<file path="src/shared/spc_pkg.sv">
// spc_pkg: constants, register map and carrier types for the stepper phase chopper.
// assumes a single 10 MHz system clock.
package spc_pkg;
   localparam int unsigned CLK_MHZ         = 10;
   // times in nanoseconds, as printed
   localparam int unsigned DEAD_TIME_NS    = 300;
   localparam int unsigned DEAD_MAX_NS     = 1000;
   localparam int unsigned OFF_PERIOD_NS   = 64000;
   localparam int unsigned BLANK_NS        = 500;
   localparam int unsigned CLK_PERIOD_NS   = 1000 / CLK_MHZ;
   // least times round up
   localparam int unsigned DEAD_CYC        = (DEAD_TIME_NS + CLK_PERIOD_NS - 1) / CLK_PERIOD_NS;
   localparam int unsigned OFF_CYC         = (OFF_PERIOD_NS + CLK_PERIOD_NS - 1) / CLK_PERIOD_NS;
   localparam int unsigned BLANK_CYC       = (BLANK_NS + CLK_PERIOD_NS - 1) / CLK_PERIOD_NS;
   localparam int unsigned CNT_W           = 12;

   // register byte offsets
   localparam logic [3:0] CTRL_OFFSET      = 4'h0;
   localparam logic [3:0] STATUS_OFFSET    = 4'h4;
   localparam logic [3:0] DEAD_OFFSET      = 4'h8;
   localparam logic [3:0] OFFP_OFFSET      = 4'hC;
   // control fields
   localparam int unsigned CTRL_SYNC_BIT   = 0;
   localparam logic        CTRL_RESET      = 1'b0;
   // status fields
   localparam int unsigned ST_CHOP_BIT     = 0;
   localparam int unsigned ST_DEAD_BIT     = 1;
   localparam int unsigned ST_OFF_BIT      = 2;
   localparam int unsigned ST_OC_BIT       = 3;
   localparam int unsigned ST_EN_BIT       = 4;
   localparam int unsigned ST_PH_BIT       = 5;
   localparam logic [1:0] RESP_OKAY        = 2'h0;
   localparam logic [1:0] RESP_SLVERR      = 2'h2;

   typedef struct packed {
      logic highSideASwitch;
      logic highSideBSwitch;
      logic lowSideASwitch;
      logic lowSideBSwitch;
   } spc_switch_type;

   typedef enum logic [2:0] {
      PH_OFF  = 3'h1,
      PH_DEAD = 3'h2,
      PH_RUN  = 3'h4
   } spc_bridge_type;
endpackage

</file>
<file path="src/logic/spc_cycle_timer.sv">
// spc_cycle_timer: loadable down counter with a one-cycle done pulse.
// assumes load and the count value come from the same clock domain.
`timescale 1ns/1ns
module spc_cycle_timer
   import spc_pkg::*;
(
   input  wire logic             clk,
   input  wire logic             reset_n,
   input  wire logic             load,
   input  wire logic [CNT_W-1:0] count,
   output logic                  busy,
   output logic                  done
);
   logic [CNT_W-1:0] count_reg;

   always_ff @(posedge clk or negedge reset_n) begin
      if (!reset_n) begin
         count_reg <= '0;
      end else if (load) begin
         count_reg <= count;
      end else if (count_reg != '0) begin
         count_reg <= count_reg - 1'b1;
      end
   end

   always_ff @(posedge clk or negedge reset_n) begin
      if (!reset_n) begin
         done <= 1'b0;
      end else begin
         done <= !load && (count_reg == {{(CNT_W-1){1'b0}}, 1'b1});
      end
   end

   assign busy = (count_reg != '0);
endmodule

</file>
<file path="src/logic/spc_chopper.sv">
// spc_chopper: enable/phase bridge steering, dead time and current chopper for one winding.
// assumes overCurrent and syncIn are asynchronous pins; registers over AXI4-Lite.
// How it works
// - enable low turns all four switches off
// - floating enable reads low, outputs off
// - enable high lets selected sink conduct
// - phase low: output a sinks, b sources
// - phase high: output b sinks, a sources
// - only low side chopped; high side stays
// - dead time holds switches off at phase change
// - over-current turns the active sink off
// - sync mode or free-running timer mode
// - free-run trip clears flop, starts off timer
// - sinks stay off for whole off period
// - off-period end pulse retries if current low
// - each free-run trip reloads the off timer
// - timer starts charged after reset
// - switch table per enable and phase
// - sync falling edge sets flop if current low
// - short over-current pulses are blanked out
//
// The implementer's own choices: the register offsets and the AXI4-Lite register port.
`timescale 1ns/1ns
module spc_chopper
   import spc_pkg::*;
(
   input  wire logic       clk,
   input  wire logic       reset_n,
   input  wire logic       enableIn,
   input  wire logic       phaseIn,
   input  wire logic       syncIn,
   input  wire logic       overCurrent,
   output spc_switch_type  switches,
   output logic            bridgeOutA,
   output logic            bridgeOutB,
   output logic            standby,
   input  wire logic [3:0] s_axi_awaddr,
   input  wire logic       s_axi_awvalid,
   output logic            s_axi_awready,
   input  wire logic [31:0] s_axi_wdata,
   input  wire logic [3:0] s_axi_wstrb,
   input  wire logic       s_axi_wvalid,
   output logic            s_axi_wready,
   output logic [1:0]      s_axi_bresp,
   output logic            s_axi_bvalid,
   input  wire logic       s_axi_bready,
   input  wire logic [3:0] s_axi_araddr,
   input  wire logic       s_axi_arvalid,
   output logic            s_axi_arready,
   output logic [31:0]     s_axi_rdata,
   output logic [1:0]      s_axi_rresp,
   output logic            s_axi_rvalid,
   input  wire logic       s_axi_rready
);
   // input synchronisers: first stage read only by second
   logic [1:0] enSync_reg, phSync_reg, syncSync_reg, ocSync_reg;
   logic       syncPrev_reg;
   logic       enSafe, phSafe, ocSafe, syncFall;

   always_ff @(posedge clk or negedge reset_n) begin
      if (!reset_n) begin
         enSync_reg   <= 2'h0;
         phSync_reg   <= 2'h0;
         syncSync_reg <= 2'h3;
         ocSync_reg   <= 2'h0;
         syncPrev_reg <= 1'b1;
      end else begin
         enSync_reg   <= {enSync_reg[0], enableIn};
         phSync_reg   <= {phSync_reg[0], phaseIn};
         syncSync_reg <= {syncSync_reg[0], syncIn};
         ocSync_reg   <= {ocSync_reg[0], overCurrent};
         syncPrev_reg <= syncSync_reg[1];
      end
   end

   // an unknown enable from an open pin counts as low
   assign enSafe   = (enSync_reg[1] === 1'b1);
   assign phSafe   = phSync_reg[1];
   assign ocSafe   = ocSync_reg[1];
   assign syncFall = syncPrev_reg && !syncSync_reg[1];

   // registers
   logic             syncMode_reg;
   logic [CNT_W-1:0] deadCyc_reg, offCyc_reg;

   // blanking: over-current must persist past the blank time to count
   logic [CNT_W-1:0] blank_reg;
   logic             ocQual;
   always_ff @(posedge clk or negedge reset_n) begin
      if (!reset_n) begin
         blank_reg <= '0;
      end else if (!ocSafe) begin
         blank_reg <= '0;
      end else if (blank_reg != CNT_W'(BLANK_CYC)) begin
         blank_reg <= blank_reg + 1'b1;
      end
   end
   assign ocQual = ocSafe && (blank_reg == CNT_W'(BLANK_CYC));

   // bridge state: off, dead time, running
   spc_bridge_type bridge_reg, bridge_next;
   logic           phaseHeld_reg;
   logic           deadLoad, deadBusy, deadDone;

   spc_cycle_timer deadTimer (
      .clk     (clk),
      .reset_n (reset_n),
      .load    (deadLoad),
      .count   (deadCyc_reg),
      .busy    (deadBusy),
      .done    (deadDone)
   );

   assign deadLoad = enSafe && ((bridge_reg == PH_OFF) ||
                     (bridge_reg == PH_RUN && phSafe != phaseHeld_reg));

   always_comb begin
      bridge_next = bridge_reg;
      case (bridge_reg)
         PH_OFF:  if (enSafe) bridge_next = PH_DEAD;
         PH_DEAD: if (!enSafe) bridge_next = PH_OFF;
                  else if (deadDone || (!deadBusy && !deadLoad)) bridge_next = PH_RUN;
         PH_RUN:  if (!enSafe) bridge_next = PH_OFF;
                  else if (phSafe != phaseHeld_reg) bridge_next = PH_DEAD;
         default: bridge_next = PH_OFF;
      endcase
   end

   always_ff @(posedge clk or negedge reset_n) begin
      if (!reset_n) begin
         bridge_reg    <= PH_OFF;
         phaseHeld_reg <= 1'b0;
      end else begin
         bridge_reg <= bridge_next;
         if (deadLoad) begin
            phaseHeld_reg <= phSafe;
         end
      end
   end

   // chopper: state flop plus off-period timer
   logic chopOn_reg;
   logic offLoad, offBusy, offDone;
   logic tripNow, retry;

   spc_cycle_timer offPeriodTimer (
      .clk     (clk),
      .reset_n (reset_n),
      .load    (offLoad),
      .count   (offCyc_reg),
      .busy    (offBusy),
      .done    (offDone)
   );

   assign tripNow = chopOn_reg && ocQual;
   // free-run: timer is loaded on the trip; end pulse retries once
   assign offLoad = !syncMode_reg && tripNow;
   assign retry   = syncMode_reg ? syncFall : offDone;

   // reset leaves the timer idle (charged): first trip starts a full period
   always_ff @(posedge clk or negedge reset_n) begin
      if (!reset_n) begin
         chopOn_reg <= 1'b1;
      end else if (tripNow) begin
         chopOn_reg <= 1'b0;
      end else if (!chopOn_reg && retry && !ocSafe && !offBusy) begin
         chopOn_reg <= 1'b1;
      end else if (!chopOn_reg && !syncMode_reg && !offBusy && !offDone && !ocSafe) begin
         // mode switched to free-run while off: recover without a pulse
         chopOn_reg <= 1'b1;
      end
   end

   // switch drive
   logic running, driveOn;
   assign running = (bridge_reg == PH_RUN);
   // enable low cuts the drive on the edge it is seen, not one state later
   assign driveOn = running && enSafe;

   always_ff @(posedge clk or negedge reset_n) begin
      if (!reset_n) begin
         switches   <= '0;
         bridgeOutA <= 1'b0;
         bridgeOutB <= 1'b0;
         standby    <= 1'b1;
      end else begin
         standby                  <= !enSafe;
         switches.highSideASwitch <= driveOn && phaseHeld_reg;
         switches.highSideBSwitch <= driveOn && !phaseHeld_reg;
         switches.lowSideASwitch  <= driveOn && !phaseHeld_reg && chopOn_reg && !tripNow;
         switches.lowSideBSwitch  <= driveOn && phaseHeld_reg && chopOn_reg && !tripNow;
         bridgeOutA <= driveOn && phaseHeld_reg;
         bridgeOutB <= driveOn && !phaseHeld_reg;
      end
   end

   // AXI4-Lite slave, one write and one read at a time
   logic [3:0]  awAddr_reg;
   logic        awHave_reg, wHave_reg;
   logic [31:0] wData_reg;
   // strobes are only valid beside wvalid, so they are held with the data
   logic [3:0]  wStrb_reg;

   assign s_axi_awready = !awHave_reg && !s_axi_bvalid;
   assign s_axi_wready  = !wHave_reg && !s_axi_bvalid;
   assign s_axi_arready = !s_axi_rvalid;

   always_ff @(posedge clk or negedge reset_n) begin
      if (!reset_n) begin
         awHave_reg   <= 1'b0;
         wHave_reg    <= 1'b0;
         awAddr_reg   <= 4'h0;
         wData_reg    <= 32'h0;
         wStrb_reg    <= 4'h0;
         s_axi_bvalid <= 1'b0;
         s_axi_bresp  <= RESP_OKAY;
      end else begin
         if (s_axi_awvalid && s_axi_awready) begin
            awHave_reg <= 1'b1;
            awAddr_reg <= s_axi_awaddr;
         end
         if (s_axi_wvalid && s_axi_wready) begin
            wHave_reg <= 1'b1;
            wData_reg <= s_axi_wdata;
            wStrb_reg <= s_axi_wstrb;
         end
         if (awHave_reg && wHave_reg) begin
            awHave_reg   <= 1'b0;
            wHave_reg    <= 1'b0;
            s_axi_bvalid <= 1'b1;
            s_axi_bresp  <= (awAddr_reg[1:0] == 2'h0) ? RESP_OKAY : RESP_SLVERR;
         end else if (s_axi_bvalid && s_axi_bready) begin
            s_axi_bvalid <= 1'b0;
         end
      end
   end

   always_ff @(posedge clk or negedge reset_n) begin
      if (!reset_n) begin
         syncMode_reg <= CTRL_RESET;
         deadCyc_reg  <= CNT_W'(DEAD_CYC);
         offCyc_reg   <= CNT_W'(OFF_CYC);
      end else if (awHave_reg && wHave_reg && wStrb_reg[0]) begin
         case (awAddr_reg)
            CTRL_OFFSET: syncMode_reg <= wData_reg[CTRL_SYNC_BIT];
            DEAD_OFFSET: deadCyc_reg  <= (wData_reg[CNT_W-1:0] == '0) ? CNT_W'(1)
                                         : wData_reg[CNT_W-1:0];
            OFFP_OFFSET: offCyc_reg   <= (wData_reg[CNT_W-1:0] == '0) ? CNT_W'(1)
                                         : wData_reg[CNT_W-1:0];
            default: ;
         endcase
      end
   end

   always_ff @(posedge clk or negedge reset_n) begin
      if (!reset_n) begin
         s_axi_rvalid <= 1'b0;
         s_axi_rdata  <= 32'h0;
         s_axi_rresp  <= RESP_OKAY;
      end else if (s_axi_arvalid && s_axi_arready) begin
         s_axi_rvalid <= 1'b1;
         s_axi_rresp  <= RESP_OKAY;
         case (s_axi_araddr)
            CTRL_OFFSET:   s_axi_rdata <= {31'h0, syncMode_reg};
            STATUS_OFFSET: s_axi_rdata <= {26'h0, phaseHeld_reg, enSafe, ocQual,
                                           offBusy, bridge_reg == PH_DEAD, chopOn_reg};
            DEAD_OFFSET:   s_axi_rdata <= {20'h0, deadCyc_reg};
            OFFP_OFFSET:   s_axi_rdata <= {20'h0, offCyc_reg};
            default: begin
               s_axi_rdata <= 32'h0;
               s_axi_rresp <= RESP_SLVERR;
            end
         endcase
      end else if (s_axi_rvalid && s_axi_rready) begin
         s_axi_rvalid <= 1'b0;
      end
   end

   // assertions
   standby_off_a: assert property (@(posedge clk) disable iff (!reset_n)
      !enSafe |=> (switches == '0)) else $error("switches on while disabled");
   no_shoot_a: assert property (@(posedge clk) disable iff (!reset_n)
      !(switches.highSideASwitch && switches.lowSideASwitch) &&
      !(switches.highSideBSwitch && switches.lowSideBSwitch))
      else $error("shoot-through on one leg");
   dead_gap_a: assert property (@(posedge clk) disable iff (!reset_n)
      (running && phSafe != phaseHeld_reg && enSafe) |=> !running [*2])
      else $error("dead time skipped");
   trip_off_a: assert property (@(posedge clk) disable iff (!reset_n)
      tripNow |=> !switches.lowSideASwitch && !switches.lowSideBSwitch)
      else $error("sink left on after trip");
   high_hold_a: assert property (@(posedge clk) disable iff (!reset_n)
      (running && $past(running) && enSafe && tripNow) |=>
      (switches.highSideASwitch || switches.highSideBSwitch))
      else $error("high side chopped");
   off_hold_a: assert property (@(posedge clk) disable iff (!reset_n)
      (offLoad && !syncMode_reg) |=> !chopOn_reg [*8])
      else $error("early retry in off period");
   retry_gate_a: assert property (@(posedge clk) disable iff (!reset_n)
      ($rose(chopOn_reg)) |-> !$past(ocSafe)) else $error("retry with high current");
   blank_a: assert property (@(posedge clk) disable iff (!reset_n)
      $rose(ocSafe) |-> !ocQual [*5]) else $error("short pulse not blanked");
   phase_map_a: assert property (@(posedge clk) disable iff (!reset_n)
      driveOn |=> (bridgeOutA == $past(phaseHeld_reg)) && (bridgeOutB == !$past(phaseHeld_reg)))
      else $error("phase map wrong");
   sync_hold_a: assert property (@(posedge clk) disable iff (!reset_n)
      (syncMode_reg && !syncFall && !chopOn_reg) |=> !chopOn_reg)
      else $error("sync mode turned on without an edge");
endmodule

</file>
<file path="config.mk">
export PLATFORM = sky130hd
export DESIGN_NAME = spc_chopper
export DESIGN_NICKNAME = d
export VERILOG_FILES = /design/src/shared/spc_pkg.sv /design/src/logic/spc_cycle_timer.sv /design/src/logic/spc_chopper.sv
export SDC_FILE = /design/constraint.sdc
export NUM_CORES = 1
export LEC_CHECK = 0
export ABC_CLOCK_PERIOD_IN_PS = 1800
export BUFFER_PORTS_ARGS = -buffer_cell sky130_fd_sc_hd__buf_2
export CAP_MARGIN = 20
export CORE_MARGIN = 3
export CORE_UTILIZATION = 30
export DETAILED_ROUTE_END_ITERATION = 7
export PLACE_DENSITY = 0.53
export SLEW_MARGIN = 10
export SYNTH_ARGS = -nofsm -noshare
export SYNTH_HDL_FRONTEND = slang
export SYNTH_SLANG_ARGS = --single-unit
</file>
<file path="constraint.sdc">
create_clock -name clk -period 1.8 [get_ports clk]
set_input_delay 0.36 -clock clk [delete_from_list [all_inputs] [get_ports clk]]
set_output_delay 0.36 -clock clk [all_outputs]
set_load 0.1 [all_outputs]
</file>
* Word level (Yosys, flattened, before mapping)
Index checks and enable logic that the tools add are counted.
Cells by class: reductions and logical operators 68, add/subtract/negate cells 3, muxes and demuxes 28, eq/ne operators 18
Operators by type and width (count):
- $mux W12 | 7
- $pmux W12 S4 | 1
- $logic_and A1 B1 Y1 | 32
- $eq A12 B1 Y1 const B | 2
- $reduce_bool A12 Y1 | 2
- $sub A12 B1 Y12 const B | 2
- $eq A4 B4 Y1 const B | 4
- $logic_not A1 Y1 | 16
- $mux W3 | 5
- $add A12 B1 Y12 const B | 1
- $eq A12 B3 Y1 const B | 1
- $logic_not A12 Y1 | 1
- $mux W1 | 12
- $ne A12 B3 Y1 const B | 1
- $reduce_bool A2 Y1 | 6
- $pmux W3 S3 | 1
- $logic_not A4 Y1 | 2
- $reduce_and A2 Y1 | 3
- $eq A4 B3 Y1 const B | 1
- $mux W2 | 2
- $reduce_or A4 Y1 | 1
- $eq A3 B1 Y1 const B | 1
- $eq A3 B2 Y1 const B | 1
- $eq A3 B3 Y1 const B | 1
- other kinds (10) | 11
Word-level totals: flip-flop bits (word level) 139, output and inout bits 48, input bits 55, word-level logic and storage cells 148

* Depth between registers and ports, before layout
depth after elaboration 10, mapped depth 8, gate-level depth less buffers 6

* Modules after synthesis
From an unflattened synthesis, not the netlist that was laid out.
Second synthesis, totals: cell total of the unflattened synthesis 471, area total of the unflattened synthesis 5464.0 µm²
Modules (own cells, without submodules):
- spc_chopper | area each 3930.0 µm², instances 1, cells an instance 319, sequential area each 2289.7 µm²
- spc_cycle_timer | area each 767.0 µm², instances 2, cells an instance 76, sequential area each 325.3 µm²

* Least setup slack after synthesis
OpenSTA, ideal clock, no wires.
path type flip-flop to flip-flop, from reg s_axi_bvalid, to reg wData_reg[10], arrival time 3346 ps, setup slack -1670 ps, cell stages (with the launch flop) 6, cells stage by stage dfrtp_1 > nor2_1 > and2_1 > clkbuf_1 > clkbuf_1 > mux2_2
Between the ends: word-level cells in the longest chain between the ends 3
RTL lines:
- start, declared | line spc_chopper.sv:45 | output logic s_axi_bvalid,
- start signal, assigned | line spc_chopper.sv:215 | s_axi_bvalid <= 1'b0;
- start signal, assigned | line spc_chopper.sv:230 | s_axi_bvalid <= 1'b1;
- start signal, assigned | line spc_chopper.sv:233 | s_axi_bvalid <= 1'b0;
- $logic_not A1 Y1 | line spc_chopper.sv:205 | assign s_axi_wready = !wHave_reg && !s_axi_bvalid;
- $logic_and A1 B1 Y1 | line spc_chopper.sv:205
- net s_axi_wready | line spc_chopper.sv:43 | output logic s_axi_wready,
- $logic_and A1 B1 Y1 | line spc_chopper.sv:222 | if (s_axi_wvalid && s_axi_wready) begin
- end signal, assigned | line spc_chopper.sv:224 | wData_reg <= s_axi_wdata;
- end, declared | line spc_chopper.sv:200 | logic [31:0] wData_reg;
The timed path passes the listed nets, and every way through them passes these cells. A chain may end at the register's enable or synchronous reset.

* Worst setup path in the final report
from reg offPeriodTimer.count_reg[3], to reg offPeriodTimer.count_reg[0]
Between the ends: word-level cells in the longest chain between the ends 2
RTL lines:
- start, declared | line spc_cycle_timer.sv:14 | logic [CNT_W-1:0] count_reg;
- start signal, assigned | line spc_cycle_timer.sv:20 | count_reg <= count;
- start signal, assigned | line spc_cycle_timer.sv:22 | count_reg <= count_reg - 1'b1;
- $reduce_bool A12 Y1 | line spc_cycle_timer.sv:21 | end else if (count_reg != '0) begin
- $reduce_bool A2 Y1 (no line)
No other way between the ends.

==> impl_results.md <==
* Worst min-delay path class: input port to flop
* Initial drt markers at 155
* ANT nets after route at 0
* Dominant cell type by area after synthesis: dfrtp_1
* Antenna diodes at 0
* Die width at 140.5 µm
* Largest net degree at the start of global routing at 33
* Maximum VDD drop at 1.261 mV
* Status: finished, final reports clean
* Via-per-instance ratio at 4.766
* CP required at 2.10 ns
* Num CTS Buffers at 17
* Clk_lat worst skew at 0.42 ns
* Clock transition at the registers of the reported paths at 0.05 ns
* Asr flop ratio synth at 1.000
* Top Ports at 103
* CTS tree: yes
* CP arrival at 2.09 ns
* Routed WL per cell at 15.31 µm
* Finish-stage setup viols at 0
* Dominant cells by area after synthesis: dfrtp_1, mux2_2, dfstp_2
* Post-synth top cells: dfrtp_1, mux2_2, nand2_1, buf_4, nor2_1
* # nets final at 652
* Final instance area at 0.007051 mm²
* GR Overflow Total at 0
* Final hold violation count at 0
* Reg-to-Reg End: offPeriodTimer.count_reg[0]$_DFFE_PN0P_
* Number of global-route vias before repair at 3983
* Starting Density at 0.3106
* Worst r2r path cells at 5
* Crit. End Element: flop
* Ys flop type: dfrtp_1
* Vias at 3951
* Dpl ws at -0.02560 ns
* Flop-to-flop setup slack at 0.004 ns
* Most numerous cell in the Yosys netlist: dfrtp_1
* Area of the core at 0.01748 mm²
* Number of synthesized flops with an enable pin at 0
* Clk root buf: clkbuf_16
* First-pass DRT Iterations at 5
* Dpl cell area at 0.006277 mm²
* Met1 GRT Util at 0.1771
* Final Max Tran Viols at 0
* Sink Count at 116
* P per Cell Area at 1626 mW/mm²
* Layout cells sized above 1 at 0.3775
* Tcrit/Tclk final at 0.9980
* Max Clk Rate at 556.7 MHz
* Area grow syn2layout at 29.87%
* Total Wirelength at 12.69 mm
* GRT busiest layer: met2
* Total power at 11.46 mW
* Startpoint types: flop
* Syn Std Cell Area at 0.005429 mm²
* H-Tree Depth at 4
* Min-Delay Startpoint: syncIn
* Post-synthesis cell type count at 52
* Fin Setup TNS at 0 ns
* Pleak at 3.221 nW
* Reg-to-Reg Start: offPeriodTimer.count_reg[3]$_DFFE_PN0P_
* Critical path type: flop to flop
* Mapped Cells at 480
* Met2 Use GR at 0.1991
* Max Cap Viol at 0
* GRT met3 Usage at 0.03824
* Final Worst Setup Slack at 0.003662 ns
* Hold Crit Depth at 1
* Worst Clk Skew at 0.008935 ns
* Sequential-to-total area share from yosys stat at 0.5370
* CP Max Fanout at 4
* Area share of the largest cell type after synthesis at 0.4886
* Initial antenna violation count at 0
* DIE AREA at 0.01975 mm²
* Final HPWL DP at 9.392 mm
* Min Clock Period, post-route at 1.796 ns
* Hold worst-path end: syncSync_reg[0]$_DFF_PN1_
* Die H at 140.5 µm
* Final Wtd Congestion at 0.8294
* Total Routing Usage GR at 0.1313
* Core Rows at 48
* First-pass GRT wire length at 20.53 mm
* RSZ-0062 raised after global routing: true
* Clock Tree Buf Depth at 2
* Synth Register Bits at 116
* YS warnings at 0
* IO buf count at 57
* # DRC at 0
* Mean Syn Cell Area at 11.31 µm²
==> worst max-delay path by stage <==
stage | slack (ns) | from | cells past startpoint | endpoint
after CTS | 0.004 | deadTimer.count_reg[8]$_DFFE_PN0N_ | 4 | deadTimer.count_reg[5]$_DFFE_PN0N_
after global routing | -0.10 | offPeriodTimer.count_reg[3]$_DFFE_PN0P_ | 5 | offPeriodTimer.count_reg[0]$_DFFE_PN0P_
after detailed placement | -0.03 | deadTimer.count_reg[4]$_DFFE_PN0N_ | 5 | bridge_reg[1]$_DFFE_PN0P_
after floorplan | -0.31 | s_axi_bvalid$_DFFE_PN0P_ | 5 | wData_reg[10]$_DFFE_PN0P_
final | 0.004 | offPeriodTimer.count_reg[3]$_DFFE_PN0P_ | 5 | offPeriodTimer.count_reg[0]$_DFFE_PN0P_
after global placement | 0.01 | deadTimer.count_reg[8]$_DFFE_PN0N_ | 5 | bridge_reg[1]$_DFFE_PN0P_
==> cells by family after synthesis <==
logic type | Yosys count | synth area share
compound gates | 76 | 0.08827
mux | 57 | 0.1182
other cells | 1 | 0.0006907
simple gates | 141 | 0.1420
xor+xnor | 27 | 0.04356
fa+ha+maj | 6 | 0.01383
buf+inv | 56 | 0.05646
flops | 116 | 0.5370
==> routing by layer <==
metal  vias to the layer above  wire length, µm
li1                       1889                -
met1                      1938             5988
met2                       107             5642
met3                        17              816
met4                         0              242
met5                         -                0
==> timing repair <==
item	CTS	global route
endpoints found under the hold margin	20	0
gates cloned	0	0
hold buffers	1	0
resized for setup	11	17
endpoints found under the setup margin	13	26
pin swaps	2	4
buffers inserted	2	0
==> metrics by stage <==
| stage | std cells | utilization | hold WS [ns] |
|---|---|---|---|
| after floorplan | 501 | - | 0.06441 |
| after global placement | 794 | 0.3592 | 0.3368 |
| after detailed placement | 794 | 0.3592 | 0.3371 |
| after CTS | 829 | 0.3990 | 0.03102 |
| after global routing | 829 | 0.4034 | 0.03192 |
| final | 829 | 0.4034 | 0.04916 |
==> layout make-up <==
type / instances / area, µm²
fill: 1677 / 10430
multi-input combinational: 329 / 2411
clock inverter: 9 / 150.1
inverter: 15 / 60.06
timing repair buffer: 112 / 749.5
tap: 225 / 281.5
clock buffer: 23 / 478.0
sequential: 116 / 2920
==> layout by cell type, fill, tap and decap left out, types with 4 or more instances in the layout <==
cell type	synthesis	routed
mux2i_1	9	9
o21ai_1	0	6
xor2_1	13	13
nor2_1	23	21
clkbuf_16	0	17
inv_1	15	14
or4_4	2	5
nor3_1	9	9
buf_2	2	54
conb_1	1	22
nand2_1	46	46
nand3_1	8	8
nor4_1	8	5
o21ai_0	22	16
a21oi_1	15	13
bufinv_16	0	4
ha_1	6	6
buf_4	25	53
dfrtp_1	106	104
o31ai_1	16	16
nor2b_1	4	4
a31oi_1	6	6
mux2_2	47	45
dfstp_2	10	10
xnor2_1	14	13
==> worst max-delay path: stages (launching register included) <==
cell,delay [ns]
dfrtp_1,0.38
or4_4,0.56
nor4_4,0.35
buf_4,0.20
xnor2_1,0.11
o21ai_1,0.07
==> power by group <==
group | leakage, nW | total, mW | internal, mW | switching [mW]
clock network | 0.303 | 3.55 | 2.41 | 1.14
logic | 1.45 | 3.72 | 1.60 | 2.12
registers | 1.47 | 4.19 | 3.44 | 0.753
total | 3.22 | 11.5 | 7.45 | 4.01
(Power assumes the default switching activity.)
